### src/hw/cct_pkg.sv
// Shared constants for the capture/compare timer channel
package cct_pkg;
  localparam int          CCT_W        = 16;
  localparam logic [7:0]  OFS_ENABLE   = 8'h00;
  localparam logic [7:0]  OFS_RUN      = 8'h04;
  localparam logic [7:0]  OFS_CHCTL    = 8'h08;
  localparam logic [7:0]  OFS_MODE     = 8'h0c;
  localparam logic [7:0]  OFS_FFCTL    = 8'h10;
  localparam logic [7:0]  OFS_CMPA     = 8'h14;
  localparam logic [7:0]  OFS_CMPB     = 8'h18;
  localparam logic [7:0]  OFS_CAPA     = 8'h1c;
  localparam logic [7:0]  OFS_CAPB     = 8'h20;
  localparam logic [7:0]  OFS_LIVE     = 8'h24;
  // Field positions
  localparam int          ENABLE_BIT   = 7;
  localparam int          RUN_BIT      = 0;
  localparam int          PRUN_BIT     = 2;
  localparam int          DBUF_BIT     = 7;
  localparam int          CLKSEL_LSB   = 0;
  localparam int          CLEAR_BIT    = 2;
  localparam int          CAPMODE_LSB  = 3;
  localparam int          SWCAP_BIT    = 5;
  localparam int          FFCMD_LSB    = 0;
  localparam int          TOG_MA_BIT   = 2;
  localparam int          TOG_MB_BIT   = 3;
  localparam int          TOG_CA_BIT   = 4;
  localparam int          TOG_CB_BIT   = 5;
  // Reset values and the counter maximum
  localparam logic [15:0] CMP_RST      = 16'h0000;
  localparam logic [15:0] CNT_MAX      = 16'hffff;
  localparam logic [1:0]  CLKSEL_RST   = 2'h0;
  localparam logic [1:0]  CAPMODE_RST  = 2'h0;
  localparam logic [3:0]  TOG_RST      = 4'h0;
  // Clock sources
  typedef enum logic [1:0] {
    CCT_SRC_EXT  = 2'h0,
    CCT_SRC_DIV1 = 2'h1,
    CCT_SRC_DIV4 = 2'h2,
    CCT_SRC_DIV16 = 2'h3
  } cct_src_t;
  // Capture triggers
  typedef enum logic [1:0] {
    CCT_CAP_OFF     = 2'h0,
    CCT_CAP_RISE    = 2'h1,
    CCT_CAP_BOTH    = 2'h2,
    CCT_CAP_TRIGGER = 2'h3
  } cct_capmode_t;
  // Flip-flop write commands
  typedef enum logic [1:0] {
    CCT_FF_TOGGLE = 2'h0,
    CCT_FF_SET    = 2'h1,
    CCT_FF_CLEAR  = 2'h2,
    CCT_FF_KEEP   = 2'h3
  } cct_ffcmd_t;
endpackage

### src/hw/cct_timer.sv
// Capture/compare timer channel with classic Wishbone register slave
`timescale 1ns/1ps
`default_nettype none
module cct_timer
  import cct_pkg::*;
(
  input  wire logic        clk_i,
  input  wire logic        rst_i,
  input  wire logic        cyc_i,
  input  wire logic        stb_i,
  input  wire logic        we_i,
  input  wire logic [7:0]  adr_i,
  input  wire logic [3:0]  sel_i,
  input  wire logic [31:0] dat_i,
  output logic      [31:0] dat_o,
  output logic             ack_o,
  input  wire logic        tap_div1_i,
  input  wire logic        tap_div4_i,
  input  wire logic        tap_div16_i,
  input  wire logic        external_count_input_i,
  input  wire logic        capture_input_i,
  input  wire logic        capture_trigger_i,
  output logic             timer_output_pin_o,
  output logic             timer_interrupt_o,
  output logic             capture_a_interrupt_o,
  output logic             capture_b_interrupt_o
);
  import cct_pkg::*;

  localparam int NPIN = 3;

  // Register state
  logic             ack_reg;
  logic [31:0]      rdata_reg;
  logic             module_enable_reg;
  logic             run_control_reg;
  logic             prescaler_run_reg;
  logic             double_buffer_enable_reg;
  cct_src_t         clock_select_reg;
  logic             clear_on_match_enable_reg;
  cct_capmode_t     capture_mode_reg;
  logic [3:0]       toggle_en_reg;
  logic [CCT_W-1:0] compare_reg_a;
  logic [CCT_W-1:0] compare_reg_b;
  logic [CCT_W-1:0] buffer_a_reg;
  logic [CCT_W-1:0] buffer_b_reg;
  logic [7:0]       low_hold_a_reg;
  logic [7:0]       low_hold_b_reg;
  logic [CCT_W-1:0] capture_reg_a;
  logic [CCT_W-1:0] capture_reg_b;
  logic [CCT_W-1:0] up_counter;
  logic [CCT_W-1:0] up_counter_next;
  logic             output_flipflop;
  logic             output_flipflop_next;
  logic             tint_reg;
  logic             capa_int_reg;
  logic             capb_int_reg;

  // Synchronised pin events
  logic [NPIN-1:0]  pin_raw;
  logic [NPIN-1:0]  pin_rise;
  logic [NPIN-1:0]  pin_fall;

  assign pin_raw = {capture_trigger_i, capture_input_i,
                    external_count_input_i};

  // Detectors reset to the idle low level, so a pin low at reset gives no edge after it
  // input synchronisers
  genvar gi;
  generate
    for (gi = 0; gi < NPIN; gi = gi + 1) begin : g_pin
      cct_edge u_edge (
        .clk_i  (clk_i),
        .rst_i  (rst_i),
        .pin_i  (pin_raw[gi]),
        .rise_o (pin_rise[gi]),
        .fall_o (pin_fall[gi])
      );
    end
  endgenerate

  function automatic logic hit(input logic [7:0] a, input logic [7:0] ofs);
    hit = (a == ofs);
  endfunction

  // Bus decode; a write lands on the edge where ack is high
  wire        bus_req  = cyc_i & stb_i;
  wire        wr_go    = bus_req & we_i & ack_reg;
  wire        wr_en    = wr_go & hit(adr_i, OFS_ENABLE) & sel_i[0];
  wire        wr_run   = wr_go & hit(adr_i, OFS_RUN) & sel_i[0];
  wire        wr_chctl = wr_go & hit(adr_i, OFS_CHCTL) & sel_i[0];
  wire        wr_mode  = wr_go & hit(adr_i, OFS_MODE) & sel_i[0];
  wire        wr_ffctl = wr_go & hit(adr_i, OFS_FFCTL) & sel_i[0];
  wire        wr_cmpa  = wr_go & hit(adr_i, OFS_CMPA);
  wire        wr_cmpb  = wr_go & hit(adr_i, OFS_CMPB);

  // A high byte alone commits whatever low byte was last held
  // low byte is held until the high byte completes the word
  wire        lo_only  = sel_i[0] & ~sel_i[1];
  wire        hi_go    = sel_i[1];
  wire [15:0] word_a   = sel_i[0] ? dat_i[15:0] : {dat_i[15:8], low_hold_a_reg};
  wire [15:0] word_b   = sel_i[0] ? dat_i[15:0] : {dat_i[15:8], low_hold_b_reg};
  wire        ld_a     = wr_cmpa & hi_go;
  wire        ld_b     = wr_cmpb & hi_go;

  // writing 0 to the software capture bit latches capture A
  wire        sw_cap   = wr_mode & ~dat_i[SWCAP_BIT];

  // External events arrive two clocks late through the synchroniser
  // count source selection
  wire        src_tick = (clock_select_reg == CCT_SRC_EXT)   ? pin_rise[0] :
                         (clock_select_reg == CCT_SRC_DIV1)  ? tap_div1_i :
                         (clock_select_reg == CCT_SRC_DIV4)  ? tap_div4_i :
                                                               tap_div16_i;
  // Clearing run control zeroes the count; clearing prescaler run or module enable only holds it
  // counting needs module, run and prescaler run all set
  wire        running  = module_enable_reg & run_control_reg
                         & prescaler_run_reg;
  wire        tick     = running & src_tick;

  // comparators, one pulse per counter step taken from the value
  wire        match_a  = tick & (up_counter == compare_reg_a);
  wire        match_b  = tick & (up_counter == compare_reg_b);
  wire        clr_hit  = match_b & clear_on_match_enable_reg;
  // A clear on the wrapping tick is a match, not an overflow
  // overflow when a full counter steps
  wire        overflow = tick & (up_counter == CNT_MAX) & ~clr_hit;
  // buffer transfer on compare B match
  wire        xfer     = match_b & double_buffer_enable_reg;

  wire        ev_rise  = (capture_mode_reg != CCT_CAP_OFF)
                         & (capture_mode_reg != CCT_CAP_TRIGGER)
                         & pin_rise[1];
  wire        ev_fall  = (capture_mode_reg == CCT_CAP_BOTH) & pin_fall[1];
  wire        tr_rise  = (capture_mode_reg == CCT_CAP_TRIGGER) & pin_rise[2];
  wire        tr_fall  = (capture_mode_reg == CCT_CAP_TRIGGER) & pin_fall[2];
  wire        cap_a    = ev_rise | tr_rise | sw_cap;
  wire        cap_b    = ev_fall | tr_fall;

  always_comb begin
    up_counter_next = up_counter;
    if (!run_control_reg) begin
      up_counter_next = '0;
    end else if (clr_hit) begin
      up_counter_next = '0;
    end else if (tick) begin
      up_counter_next = up_counter + 16'h0001;
    end
  end

  // toggle sources, each behind its enable
  wire        tog_ev   = (match_a & toggle_en_reg[0])
                         | (match_b & toggle_en_reg[1])
                         | (cap_a & toggle_en_reg[2])
                         | (cap_b & toggle_en_reg[3]);
  wire [1:0]  ff_cmd   = dat_i[FFCMD_LSB+1:FFCMD_LSB];

  // a set, clear or toggle command wins over a same-cycle hardware toggle; keep lets it through
  always_comb begin
    output_flipflop_next = output_flipflop;
    if (wr_ffctl) begin
      unique case (cct_ffcmd_t'(ff_cmd))
        CCT_FF_TOGGLE: output_flipflop_next = ~output_flipflop;
        CCT_FF_SET:    output_flipflop_next = 1'b1;
        CCT_FF_CLEAR:  output_flipflop_next = 1'b0;
        CCT_FF_KEEP:   output_flipflop_next = output_flipflop ^ tog_ev;
      endcase
    end else if (tog_ev) begin
      output_flipflop_next = ~output_flipflop;
    end
  end

  // Counter and flip-flop state
  always_ff @(posedge clk_i) begin
    if (rst_i) begin
      up_counter      <= '0;
      // Documented as undefined; zero keeps the pin quiet until set up
      output_flipflop <= 1'b0;
    end else begin
      up_counter      <= up_counter_next;
      output_flipflop <= output_flipflop_next;
    end
  end

  // Interrupt pulses are registered so that each lasts one clock
  always_ff @(posedge clk_i) begin
    if (rst_i) begin
      tint_reg     <= 1'b0;
      capa_int_reg <= 1'b0;
      capb_int_reg <= 1'b0;
    end else begin
      tint_reg     <= overflow | match_a | match_b;
      capa_int_reg <= cap_a;
      capb_int_reg <= cap_b;
    end
  end

  // captures hold until the next latch
  always_ff @(posedge clk_i) begin
    if (rst_i) begin
      capture_reg_a <= '0;
      capture_reg_b <= '0;
    end else begin
      if (cap_a) capture_reg_a <= up_counter;
      if (cap_b) capture_reg_b <= up_counter;
    end
  end

  // Control registers
  always_ff @(posedge clk_i) begin
    if (rst_i) begin
      module_enable_reg         <= 1'b0;
      run_control_reg           <= 1'b0;
      prescaler_run_reg         <= 1'b0;
      double_buffer_enable_reg  <= 1'b0;
      clock_select_reg          <= cct_src_t'(CLKSEL_RST);
      clear_on_match_enable_reg <= 1'b0;
      capture_mode_reg          <= cct_capmode_t'(CAPMODE_RST);
      toggle_en_reg             <= TOG_RST;
    end else begin
      if (wr_en) module_enable_reg <= dat_i[ENABLE_BIT];
      if (wr_run) begin
        run_control_reg   <= dat_i[RUN_BIT];
        prescaler_run_reg <= dat_i[PRUN_BIT];
      end
      if (wr_chctl) double_buffer_enable_reg <= dat_i[DBUF_BIT];
      if (wr_mode) begin
        clock_select_reg          <= cct_src_t'(dat_i[CLKSEL_LSB+1:CLKSEL_LSB]);
        clear_on_match_enable_reg <= dat_i[CLEAR_BIT];
        capture_mode_reg <= cct_capmode_t'(dat_i[CAPMODE_LSB+1:CAPMODE_LSB]);
      end
      if (wr_ffctl) toggle_en_reg <= dat_i[TOG_CB_BIT:TOG_MA_BIT];
    end
  end

  // Compare registers and their buffers
  // Direct writes need the double buffer off, so they never meet a buffer transfer
  always_ff @(posedge clk_i) begin
    if (rst_i) begin
      // contents are not meant to be relied on
      compare_reg_a  <= CMP_RST;
      compare_reg_b  <= CMP_RST;
      buffer_a_reg   <= CMP_RST;
      buffer_b_reg   <= CMP_RST;
      low_hold_a_reg <= 8'h00;
      low_hold_b_reg <= 8'h00;
    end else begin
      if (wr_cmpa & lo_only) low_hold_a_reg <= dat_i[7:0];
      if (wr_cmpb & lo_only) low_hold_b_reg <= dat_i[7:0];
      // shared address for register and buffer
      if (ld_a) buffer_a_reg <= word_a;
      if (ld_b) buffer_b_reg <= word_b;
      // buffered load at compare B match
      if (xfer) begin
        compare_reg_a <= buffer_a_reg;
        compare_reg_b <= buffer_b_reg;
      end
      // unbuffered write reaches the compare directly
      if (ld_a & ~double_buffer_enable_reg) compare_reg_a <= word_a;
      if (ld_b & ~double_buffer_enable_reg) compare_reg_b <= word_b;
    end
  end

  // Read multiplexer; unmapped offsets read as zero
  logic [31:0] rmux;
  always_comb begin
    rmux = 32'h0000_0000;
    unique case (adr_i)
      OFS_ENABLE: rmux[ENABLE_BIT] = module_enable_reg;
      OFS_RUN: begin
        rmux[RUN_BIT]  = run_control_reg;
        rmux[PRUN_BIT] = prescaler_run_reg;
      end
      OFS_CHCTL: rmux[DBUF_BIT] = double_buffer_enable_reg;
      OFS_MODE: begin
        rmux[CLKSEL_LSB+1:CLKSEL_LSB]   = clock_select_reg;
        rmux[CLEAR_BIT]                 = clear_on_match_enable_reg;
        rmux[CAPMODE_LSB+1:CAPMODE_LSB] = capture_mode_reg;
        rmux[SWCAP_BIT]                 = 1'b1;
      end
      OFS_FFCTL: begin
        rmux[TOG_CB_BIT:TOG_MA_BIT]   = toggle_en_reg;
        rmux[FFCMD_LSB+1:FFCMD_LSB]   = CCT_FF_KEEP;
      end
      // Reading shows the double buffer when it is enabled
      OFS_CMPA: rmux[15:0] = double_buffer_enable_reg ? buffer_a_reg
                                                      : compare_reg_a;
      OFS_CMPB: rmux[15:0] = double_buffer_enable_reg ? buffer_b_reg
                                                      : compare_reg_b;
      OFS_CAPA: rmux[15:0] = capture_reg_a;
      OFS_CAPB: rmux[15:0] = capture_reg_b;
      OFS_LIVE: rmux[15:0] = up_counter;
      default:  rmux = 32'h0000_0000;
    endcase
  end

  // One wait state: ack in the cycle after the request appears
  // Registered read data costs the wait state but keeps dat_o clean
  always_ff @(posedge clk_i) begin
    if (rst_i) begin
      ack_reg   <= 1'b0;
      rdata_reg <= 32'h0000_0000;
    end else begin
      ack_reg   <= bus_req & ~ack_reg;
      rdata_reg <= rmux;
    end
  end

  assign ack_o                 = ack_reg;
  assign dat_o                 = rdata_reg;
  assign timer_output_pin_o    = output_flipflop;
  assign timer_interrupt_o     = tint_reg;
  assign capture_a_interrupt_o = capa_int_reg;
  assign capture_b_interrupt_o = capb_int_reg;
endmodule
`default_nettype wire

### src/hw/cct_edge.sv
// Two-stage synchroniser with rise and fall detection
`timescale 1ns/1ps
`default_nettype none
module cct_edge (
  input  wire logic clk_i,
  input  wire logic rst_i,
  input  wire logic pin_i,
  output logic      rise_o,
  output logic      fall_o
);
  logic meta_reg;
  logic sync_reg;
  logic last_reg;

  // Only sync_reg looks at the first stage
  always_ff @(posedge clk_i) begin
    if (rst_i) begin
      meta_reg <= 1'b0;
      sync_reg <= 1'b0;
      last_reg <= 1'b0;
    end else begin
      meta_reg <= pin_i;
      sync_reg <= meta_reg;
      last_reg <= sync_reg;
    end
  end

  assign rise_o = sync_reg & ~last_reg;
  assign fall_o = ~sync_reg & last_reg;
endmodule
`default_nettype wire

### config.mk
export PLATFORM = sky130hd
export DESIGN_NAME = cct_timer
export DESIGN_NICKNAME = d
export VERILOG_FILES = /design/src/hw/cct_pkg.sv /design/src/hw/cct_timer.sv /design/src/hw/cct_edge.sv
export SDC_FILE = /design/constraint.sdc
export NUM_CORES = 1
export LEC_CHECK = 0
export ABC_AREA = 1
export BUFFER_PORTS_ARGS = -buffer_cell sky130_fd_sc_hd__buf_2
export CAP_MARGIN = 30
export CORE_ASPECT_RATIO = 0.75
export CORE_MARGIN = 2
export CORE_UTILIZATION = 63
export DETAILED_ROUTE_END_ITERATION = 10
export MAX_ROUTING_LAYER = met4
export PLACE_DENSITY_LB_ADDON = 0.15
export SLEW_MARGIN = 30
export SYNTH_ARGS = -nofsm -noshare
export SYNTH_HDL_FRONTEND = slang
export SYNTH_HIERARCHICAL = 1
export SYNTH_SLANG_ARGS = --single-unit
### constraint.sdc
create_clock -name clk_i -period 4.1 [get_ports clk_i]
set_clock_uncertainty 0.1 [all_clocks]
set_input_delay 0.205 -clock clk_i [delete_from_list [all_inputs] [get_ports clk_i]]
set_output_delay 0.205 -clock clk_i [all_outputs]
set_load 0.05 [all_outputs]
==> results.txt, run 1 <==
chip height: 103 µm
CTS max path bufs: 2
routed vias/inst: 5.88
commonest cells after routing, fill and taps aside: nand2_1, dfxtp_1, a21oi_1, o21ai_0, inv_1
FF-to-FF path depth: 7
clock slew at reported path FFs: 0.06 ns
crit share post-route: 61.1%
P_sw: 789 µW
Rel. slew slack: 40.7%
initial antenna violation count: 0
max-cap viol count: 0
part of the power in registers: 46.5%
initial core utilization: 63.9%
Critical Path End Type: register
post_cts resized: 0
largest net degree at the start of global routing: 112
synth-to-layout area growth: 12.8%
WP data required: 4.37 ns
HPWL Detailed: 15600 µm
Gate power share: 4.3%
total track usage: 35.1%
total negative slack: 0 ns
peak supply drop: 0.000354 V
Switching Fraction: 22.0%
initial drt markers: 1198
clock share of power: 49.2%
Slew Limit Fails: 0
commonest non-fill, non-tap cell in the layout: nand2_1
vias in the first global route: 6938
Synth Instances: 1154
DR pass1 iterations: 5
final-report hold violation count: 0
internal cell power: 2.80 mW
final setup vio count: 0
FILL cells: 1079
CP arrival: 2.77 ns
first-pass GRT wire length: 36600 µm
syn_area_per_cell: 7.14 µm²
CP max FO: 23
Port Buf Inserts: 57
vias post-DR: 8118
crit path launch type: input pin
post-route setup slack: 1.59 ns
number of diodes: 0
layout cells sized above 1: 12.1%
Power Dens Cells: 386 nW/µm²
Hold Path Class: in -> reg
DP Cell Count: 1332
# DRC: 0
Synth warnings: 6
Ports: 92
pre-CTS WS: 1.42 ns
achievable frequency: 0.399 GHz
RSZ-0062 raised after global routing: false
origin of the critical flop-to-flop path: ack_o$_SDFF_PP0_
worst slew pin tran: 0.889 ns
clk root buf: clkbuf_16
FF-to-FF setup slack: 1.65 ns
post-DR wirelength/cell: 16.9 µm
total CTS buffers: 17
Overflow after GRT: 0
# clock sinks: 171
antenna-violating nets left: 0
Worst Setup SP: stb_i
total die area: 14000 µm²
CTS tree: done
nets: 1255
clock insertion delay at the later pin of the skew report: 0.43 ns
Mapped Area: 8230 µm²
H-tree depth: 4
num rows: 36
static leakage: 3.81 nW
Worst R2R End: compare_reg_b[1]$_SDFFE_PP0P_
core area: 12900 µm²
Die W: 136 µm
Worst Setup EP: compare_reg_b[1]$_SDFFE_PP0P_
crit path time final: 2.51 ns
status: finished, final reports clean
WL final: 23300 µm
critical path class: in -> reg
Final Wtd Congestion: 0.931
fin cells: 1380
[how the worst min path moves through the flow]
stage / startpoint / slack (ns) / cells past startpoint / end
after floorplan: rst_i / 0.18 / 1 / g_pin[0].u_edge/meta_reg$_SDFF_PP0_
after detailed placement: g_pin[1].u_edge/meta_reg$_SDFF_PP0_ / 0.30 / 2 / g_pin[1].u_edge/sync_reg$_SDFF_PP0_
after global placement: g_pin[0].u_edge/meta_reg$_SDFF_PP0_ / 0.29 / 2 / g_pin[0].u_edge/sync_reg$_SDFF_PP0_
after global routing: dat_i[1] / 0.04 / 3 / buffer_a_reg[1]$_SDFFE_PP0P_
after CTS: dat_i[3] / 0.01 / 3 / buffer_a_reg[3]$_SDFFE_PP0P_
final: dat_i[3] / 0.02 / 3 / buffer_a_reg[3]$_SDFFE_PP0P_
[through the flow]
step	total power [mW]	hold slack, ns	instance area (µm²)	util (%)
final	3.59	0.0234	9290	72.1
after global routing	3.66	0.0415	9290	72.1
after CTS	3.58	0.0143	9270	71.9
after detailed placement	1.84	0.296	8470	65.7
after global placement	1.84	0.290	8470	65.7
after floorplan	1.81	0.176	8290	-
[final cells by class]
cell class	count	area, µm²	share of cell area [%]
Tap cell	171	214	2.30
Sequential cell	171	3420	36.9
Clock inverter	12	196	2.11
Inverter	109	413	4.45
Multi-Input combinational cell	817	4080	43.9
Clock buffer	19	443	4.77
Timing Repair Buffer	81	518	5.58
[worst max-delay path, stage by stage]
cell and delay (ns):
dlygate4sd3_1 0.52, buf_2 0.10, nand2_1 0.07, nor2_1 0.32, nand2_2 0.16, nor2_4 0.44, nand2_2 0.25, nand2_2 0.42
o221a_2 0.27
[layer usage]
| layer | global-route usage, % | vias up | share of wire (%) |
|---|---|---|---|
| met2 | 47.9 | 486 | 40 |
| met4 | 8.17 | 0 | 0.85 |
| met5 | - | - | 0 |
| met3 | 8.60 | 20 | 12 |
| li1 | - | 3917 | - |
| met1 | 51.8 | 3695 | 47 |
[power by group through the flow]
stage | clock (mW) | sequential [mW] | combinational [mW]
floorplan | 0 | 1.71 | 0.104
global placement | 0 | 1.70 | 0.135
detailed placement | 0 | 1.70 | 0.136
CTS | 1.76 | 1.67 | 0.148
global route | 1.83 | 1.67 | 0.166
finish | 1.77 | 1.67 | 0.154
[what timing repair did]
item                      4_1_cts  5_1_grt
hold buffers                   16        0
buffers inserted                0        0
hold endpoints to repair       24        0
No activity file was read; power rests on OpenSTA's default activity.
==> run 2, diff against run 1 <==
Settings changed: CORE_UTILIZATION 63 to 53.
Clock period 4.1 ns to 2.1 ns, I/O delays scaled along.
==> run 2 against run 1 <==
Against the previous run: the flow now finishes with violations (negative setup slack); worst setup slack got worse by 1.6 ns; design area rose by 6.2%; non-clock buffer count rose by 55; register-to-register slack got worse by 1.5 ns; sequential share of layout area fell by 2.0 points; critical path depth fell by 1; sequential cell count did not move; first-iteration DRC count fell by 15%; clock-buffer cell count rose by 1; core utilization fell by 7.3 points; critical path type unchanged; highest routed layer unchanged.
==> results.txt, run 2 (synthesis gave the netlist of run 1 again) <==
status: finished, violations left
failing checks: negative setup slack
total die area: 16600 µm² (+18%)
achievable frequency: 0.465 GHz
area of placed instances: 8910 µm² (+5.3%)
Slew Limit Fails: 0 (unchanged)
CTS tree: done
post-route setup slack: -0.0511 ns (-1.65 ns)
initial antenna violation count: 0 (unchanged)
Crit path largest cell delay: 0.57 ns (+0.05 ns)
crit share post-route: 102%
commonest non-fill, non-tap cell in the layout: nand2_1
CP max FO: 12 (-48%)
WP data required: 2.29 ns (-2.08 ns)
initial drt markers: 1013 (-15%)
H-tree depth: 4 (unchanged)
vias post-DR: 8101 (-0.21%)
synth-to-layout area growth: 19.8%
routed vias/inst: 5.51 (-6.3%)
static leakage: 4.08 nW (+7.1%)
DR pass1 iterations: 5 (unchanged)
total CTS buffers: 17 (unchanged)
final setup vio count: 1 (+1)
clk root buf: clkbuf_16
Ports: 92 (unchanged)
Top delay family on crit path: simple AND/OR/NAND/NOR gates
HPWL Detailed: 17300 µm (+11%)
max-cap viol count: 0 (unchanged)
total track usage: 30.5% (-4.6 points)
WHS Path Cells: 3 (unchanged)
antenna-violating nets left: 0 (unchanged)
Final Wtd Congestion: 0.935 (+0.40%)
first-pass GRT wire length: 37800 µm (+3.2%)
# clock sinks: 171 (unchanged)
Worst R2R End: timer_output_pin_o$_SDFFE_PP0P_
Rel. slew slack: 56.4% (+16 points)
Fin Hold WS: 0.0307 ns (+0.00739 ns)
start point of the worst hold path: sel_i[1]
final-report hold violation count: 0 (unchanged)
chip height: 112 µm (+8.7%)
nets: 1310 (+4.4%)
Finished Cell Area: 9870 µm² (+6.2%)
post-DR wirelength/cell: 16.6 µm (-1.4%)
clock insertion delay at the later pin of the skew report: 0.44 ns (about the same)
WHS Endpoint: buffer_b_reg[5]$_SDFFE_PP0P_
origin of the critical flop-to-flop path: capture_mode_reg[0]$_SDFFE_PP0N_
FF-to-FF setup slack: 0.12 ns (-1.53 ns)
CTS max path bufs: 2 (unchanged)
Die W: 148 µm (+8.8%)
pre-CTS WS: 0.0568 ns (-1.36 ns)
Slowest-stage cell, CP: nor3_1
total power: 6.60 mW (+84%)
Critical Path End Type: register
core area: 15200 µm² (+18%)
clock slew at reported path FFs: 0.07 ns (about the same)
WL final: 24500 µm (+5.1%)
num rows: 39 (+8.3%)
FF-to-FF path depth: 9 (+2)
CP arrival: 2.34 ns (-0.43 ns)
FILL cells: 1380 (+28%)
Overflow after GRT: 0 (unchanged)
crit path launch type: input pin
largest net degree at the start of global routing: 48 (-57%)
worst slew pin tran: 0.649 ns (-0.240 ns)
Hold Path Class: in -> reg
layout cells sized above 1: 17.2% (+5.1 points)
Port Buf Inserts: 57 (unchanged)
Power Dens Cells: 669 nW/µm² (+73%)
# DRC: 0 (unchanged)
number of diodes: 0 (unchanged)
worst path buffer plus inverter count: 3 (+1)
Cell Chain, Critical Path: dlygate4sd3_1 -> buf_2 -> inv_1 -> nor3_4 -> nand2_1 -> o21ai_0 -> nor3_1 -> a21oi_1
peak supply drop: 0.000499 V (+41%)
initial core utilization: 54.1% (-9.8 points)
crit path time final: 2.15 ns
vias in the first global route: 6866 (-1.0%)
critical path class: in -> reg
commonest cells after routing, fill and taps aside: nand2_1, dfxtp_1, a21oi_1, o21ai_0, inv_1
total negative slack: -0.0511 ns (-0.0511 ns)
[run 2: layer usage]
layer / track usage [%] / routed length (µm)
met1: 47.4 / 12000
met3: 7.38 / 2610
met4: 7.49 / 296
met5: - / 0
met2: 38.8 / 9590
[run 2: power breakdown]
group          leakage (nW)  switching [mW]  internal (mW)
Combinational          2.43           0.232         0.0986
Sequential             1.38         0.00289           3.25
Clock                 0.263            1.35           1.67
[run 2: tightest hold or removal path, delay by kind of cell]
kind | cells | cell delay [ns]
buffers and inverters | 1 | 0.16
AOI/OAI and AO/OA | 1 | 0.08
and+or+nand+nor | 1 | 0.17
[run 2: how the worst max path moves through the flow]
stage / from / endpoint / slack, ns / depth (start not counted)
6_report: adr_i[2] / dat_o[9]$_SDFF_PP0_ / -0.05 / 8
3_5_place_dp: capture_mode_reg[0]$_SDFFE_PP0N_ / timer_output_pin_o$_SDFFE_PP0P_ / 0.06 / 9
2_1_floorplan: ack_o$_SDFF_PP0_ / compare_reg_a[5]$_SDFFE_PP0P_ / 0.06 / 10
5_1_grt: adr_i[0] / dat_o[9]$_SDFF_PP0_ / -0.02 / 9
3_3_place_gp: capture_mode_reg[0]$_SDFFE_PP0N_ / timer_output_pin_o$_SDFFE_PP0P_ / 0.13 / 9
4_1_cts: capture_mode_reg[0]$_SDFFE_PP0N_ / timer_output_pin_o$_SDFFE_PP0P_ / 0.04 / 9
[run 2: metrics by stage]
stage	cells	util [%]
floorplan	1169	-
global placement	1410	58.5
detailed placement	1410	58.5
CTS	1466	63.8
global route	1470	64.8
finish	1470	64.8
[run 2: area by class of cell]
class,instances,area (µm²),area share [%]
clock inverter,12,114,1.15
tap,205,256,2.60
timing repair buffer,136,1030,10.4
inverter,109,417,4.22
sequential,171,3440,34.8
multi-input combinational,817,4170,42.2
clock buffer,20,447,4.53
[run 2: timing repair]
| item | CTS | global route |
|---|---|---|
| hold buffers | 24 | 0 |
| gates resized for setup | 0 | 36 |
| setup endpoints to repair | 0 | 47 |
| hold endpoints to repair | 55 | 0 |
| setup buffers | 0 | 4 |
==> run 3, diff against run 2 <==
Settings changed: CTS_BUF_LIST from default to sky130_fd_sc_hd__clkbuf_4 sky130_fd_sc_hd__clkbuf_8 sky130_fd_sc_hd__clkbuf_16, REMOVE_ABC_BUFFERS from default to 1, SETUP_SLACK_MARGIN from default to 0.5.
==> run 3 against run 2 <==
Against the previous run: the flow now finishes without violations; via count increased by 15%; cell count rose by 4.4%; wire length increased by 31%; design area rose by 17%; non-clock buffer count increased by 63; sequential power about the same; die area did not move; clock-buffer cell count grew 1; fmax increased by 4.8%; combinational power up 9.7%; power is 4.7% higher; critical endpoint is now compare_reg_b[9]$_SDFFE_PP0P_.
==> results.txt, run 3 (synthesis gave the netlist of run 1 again) <==
total track usage: 34.8% (+4.3 points)
commonest cells after routing, fill and taps aside: nand2_1, dfxtp_1, a21oi_1, o21ai_0, inv_1
total negative slack: 0 ns (+0.0511 ns)
Top delay family on crit path: simple AND/OR/NAND/NOR gates
WL final: 32000 µm (+31%)
num rows: 39 (unchanged)
crit share post-route: 97.7% (-4.7 points)
clock insertion delay at the later pin of the skew report: 0.44 ns (about the same)
worst path buffer plus inverter count: 2 (-1)
DR pass1 iterations: 6 (+1)
nets: 1373 (+4.8%)
largest net degree at the start of global routing: 46 (-4.2%)
Ports: 92 (unchanged)
clk root buf: clkbuf_16
chip height: 112 µm (unchanged)
HPWL Detailed: 17300 µm (+0.14%)
Met1 Wirelength: 12600 µm (+5.2%)
initial core utilization: 54.1% (unchanged)
vias in the first global route: 7930 (+15%)
CTS tree: done
commonest non-fill, non-tap cell in the layout: nand2_1
core area: 15200 µm² (unchanged)
CP arrival: 2.28 ns (-0.06 ns)
Crit path largest cell delay: 0.35 ns (-0.22 ns)
Critical Path End Type: register
total CTS buffers: 17 (unchanged)
CP max FO: 6 (-6)
top sig layer: met4
max-cap viol count: 0 (unchanged)
layout cells sized above 1: 30.3% (+13 points)
Die W: 148 µm (unchanged)
clock slew at reported path FFs: 0.07 ns (about the same)
Final Wtd Congestion: 0.959 (+2.6%)
H-tree depth: 4 (unchanged)
WP data required: 2.32 ns (+0.03 ns)
status: finished, final reports clean
final-report hold violation count: 0 (unchanged)
Overflow after GRT: 0 (unchanged)
Port Buf Inserts: 57 (unchanged)
worst slew pin tran: 0.619 ns (-0.0299 ns)
Power Dens Cells: 601 nW/µm² (-10%)
# DRC: 0 (unchanged)
FF-to-FF setup slack: 0.05 ns (-0.07 ns)
synth-to-layout area growth: 39.8%
crit path launch type: register
Slowest-stage cell, CP: dfxtp_4
Worst Setup SP: compare_reg_b[9]$_SDFFE_PP0P_
crit path time final: 2.05 ns (-0.0984 ns)
final setup vio count: 0 (-1)
initial antenna violation count: 1 (+1)
# clock sinks: 171 (unchanged)
FILL cells: 1089 (-21%)
metal3 WL: 4860 µm (+86%)
Slew Limit Fails: 0 (unchanged)
routed vias/inst: 6.05 (+9.8%)
origin of the critical flop-to-flop path: compare_reg_b[9]$_SDFFE_PP0P_
Rel. slew slack: 58.8% (+2.3 points)
Hold Path Class: in -> reg
static leakage: 4.67 nW (+14%)
vias post-DR: 9290 (+15%)
CTS max path bufs: 2 (unchanged)
Cell Chain, Critical Path: xor2_1 -> nor2_2 -> nand2_2 -> nor3_4 -> nand3_4 -> nand2_4 -> buf_12 -> clkbuf_16 -> a21oi_2
antenna-violating nets left: 0 (unchanged)
critical path class: reg -> reg
Core Util, Final: 75.6% (+11 points)
peak supply drop: 0.000689 V (+38%)
met2 WL post-DR: 13400 µm (+40%)
achievable frequency: 0.487 GHz (+4.8%)
initial drt markers: 1127 (+11%)
first-pass GRT wire length: 43100 µm (+14%)
post-DR wirelength/cell: 20.9 µm (+25%)
start point of the worst hold path: adr_i[3]
RSZ-0062 raised after global routing: true
total die area: 16600 µm² (unchanged)
run 3: cell count changes in the layout (fill, tap and decap cells not counted), sizes merged:
cell / previous run / this run
dlygate4sd3: 24 / 23
clkbuf: 20 / 29
inv: 107 / 105
bufinv: 1 / 3
bufbuf: 0 / 1
diode: 0 / 2
clkinv: 8 / 7
buf: 112 / 167
run 3: report_power, final:
part / leakage (nW) / internal, mW / switching (mW)
combinational: 2.99 / 0.105 / 0.256
clock: 0.293 / 1.94 / 1.37
sequential: 1.39 / 3.24 / 0.00338
total: 4.67 / 5.29 / 1.63
run 3: area by class of cell:
| class | count | area (µm²) | share of cell area, % |
|---|---|---|---|
| inverters | 109 | 427 | 3.71 |
| diodes | 2 | 5.00 | 0.0435 |
| multi-input cells | 817 | 4770 | 41.5 |
| clock inverters | 11 | 145 | 1.26 |
| clock buffers | 21 | 462 | 4.01 |
| repair buffers | 199 | 1980 | 17.2 |
| flip-flops and latches | 171 | 3460 | 30.1 |
| well taps | 205 | 256 | 2.23 |
run 3: metal layers:
layer / up-vias / track usage, %
met5: - / -
met4: 0 / 10.2
met3: 129 / 11.5
met1: 4307 / 48.4
li1: 4156 / -
met2: 698 / 48.1
run 3: worst paths after layout:
| check | endpoint | depth (start not counted) |
|---|---|---|
| worst max register to register | compare_reg_b[9]$_SDFFE_PP0P_ | 9 |
| worst max-delay path | compare_reg_b[9]$_SDFFE_PP0P_ | 9 |
| worst min-delay path | module_enable_reg$_SDFFE_PP0P_ | 4 |
| worst min register to register | g_pin[0].u_edge/sync_reg$_SDFF_PP0_ | 2 |
run 3: repair_timing:
item	CTS	global route
setup endpoints to repair	123	143
hold buffers	22	1
resized for setup	103	173
setup buffers	24	22
pin swaps	24	29
hold endpoints to repair	66	1
gates cloned	7	11
run 3: worst reg2reg max path, cell delays in order (launching register included):
cell	delay (ns)
dfxtp_4	0.35
xor2_1	0.17
nor2_2	0.22
nand2_2	0.11
nor3_4	0.26
nand3_4	0.19
nand2_4	0.18
buf_12	0.13
clkbuf_16	0.16
a21oi_2	0.06
run 3: metrics by stage:
step	instances	instance area, µm²	hold WS (ns)	total power, mW	worst slack, ns
after floorplan	1097	7910	0.0741	3.49	-0.887
after global placement	1414	8940	0.208	3.61	0.119
after detailed placement	1414	8940	0.214	3.61	0.0134
after CTS	1499	10400	0.00753	6.87	0.224
after global routing	1535	11500	0.129	7.05	0.00611
final	1535	11500	0.101	6.91	0.0474
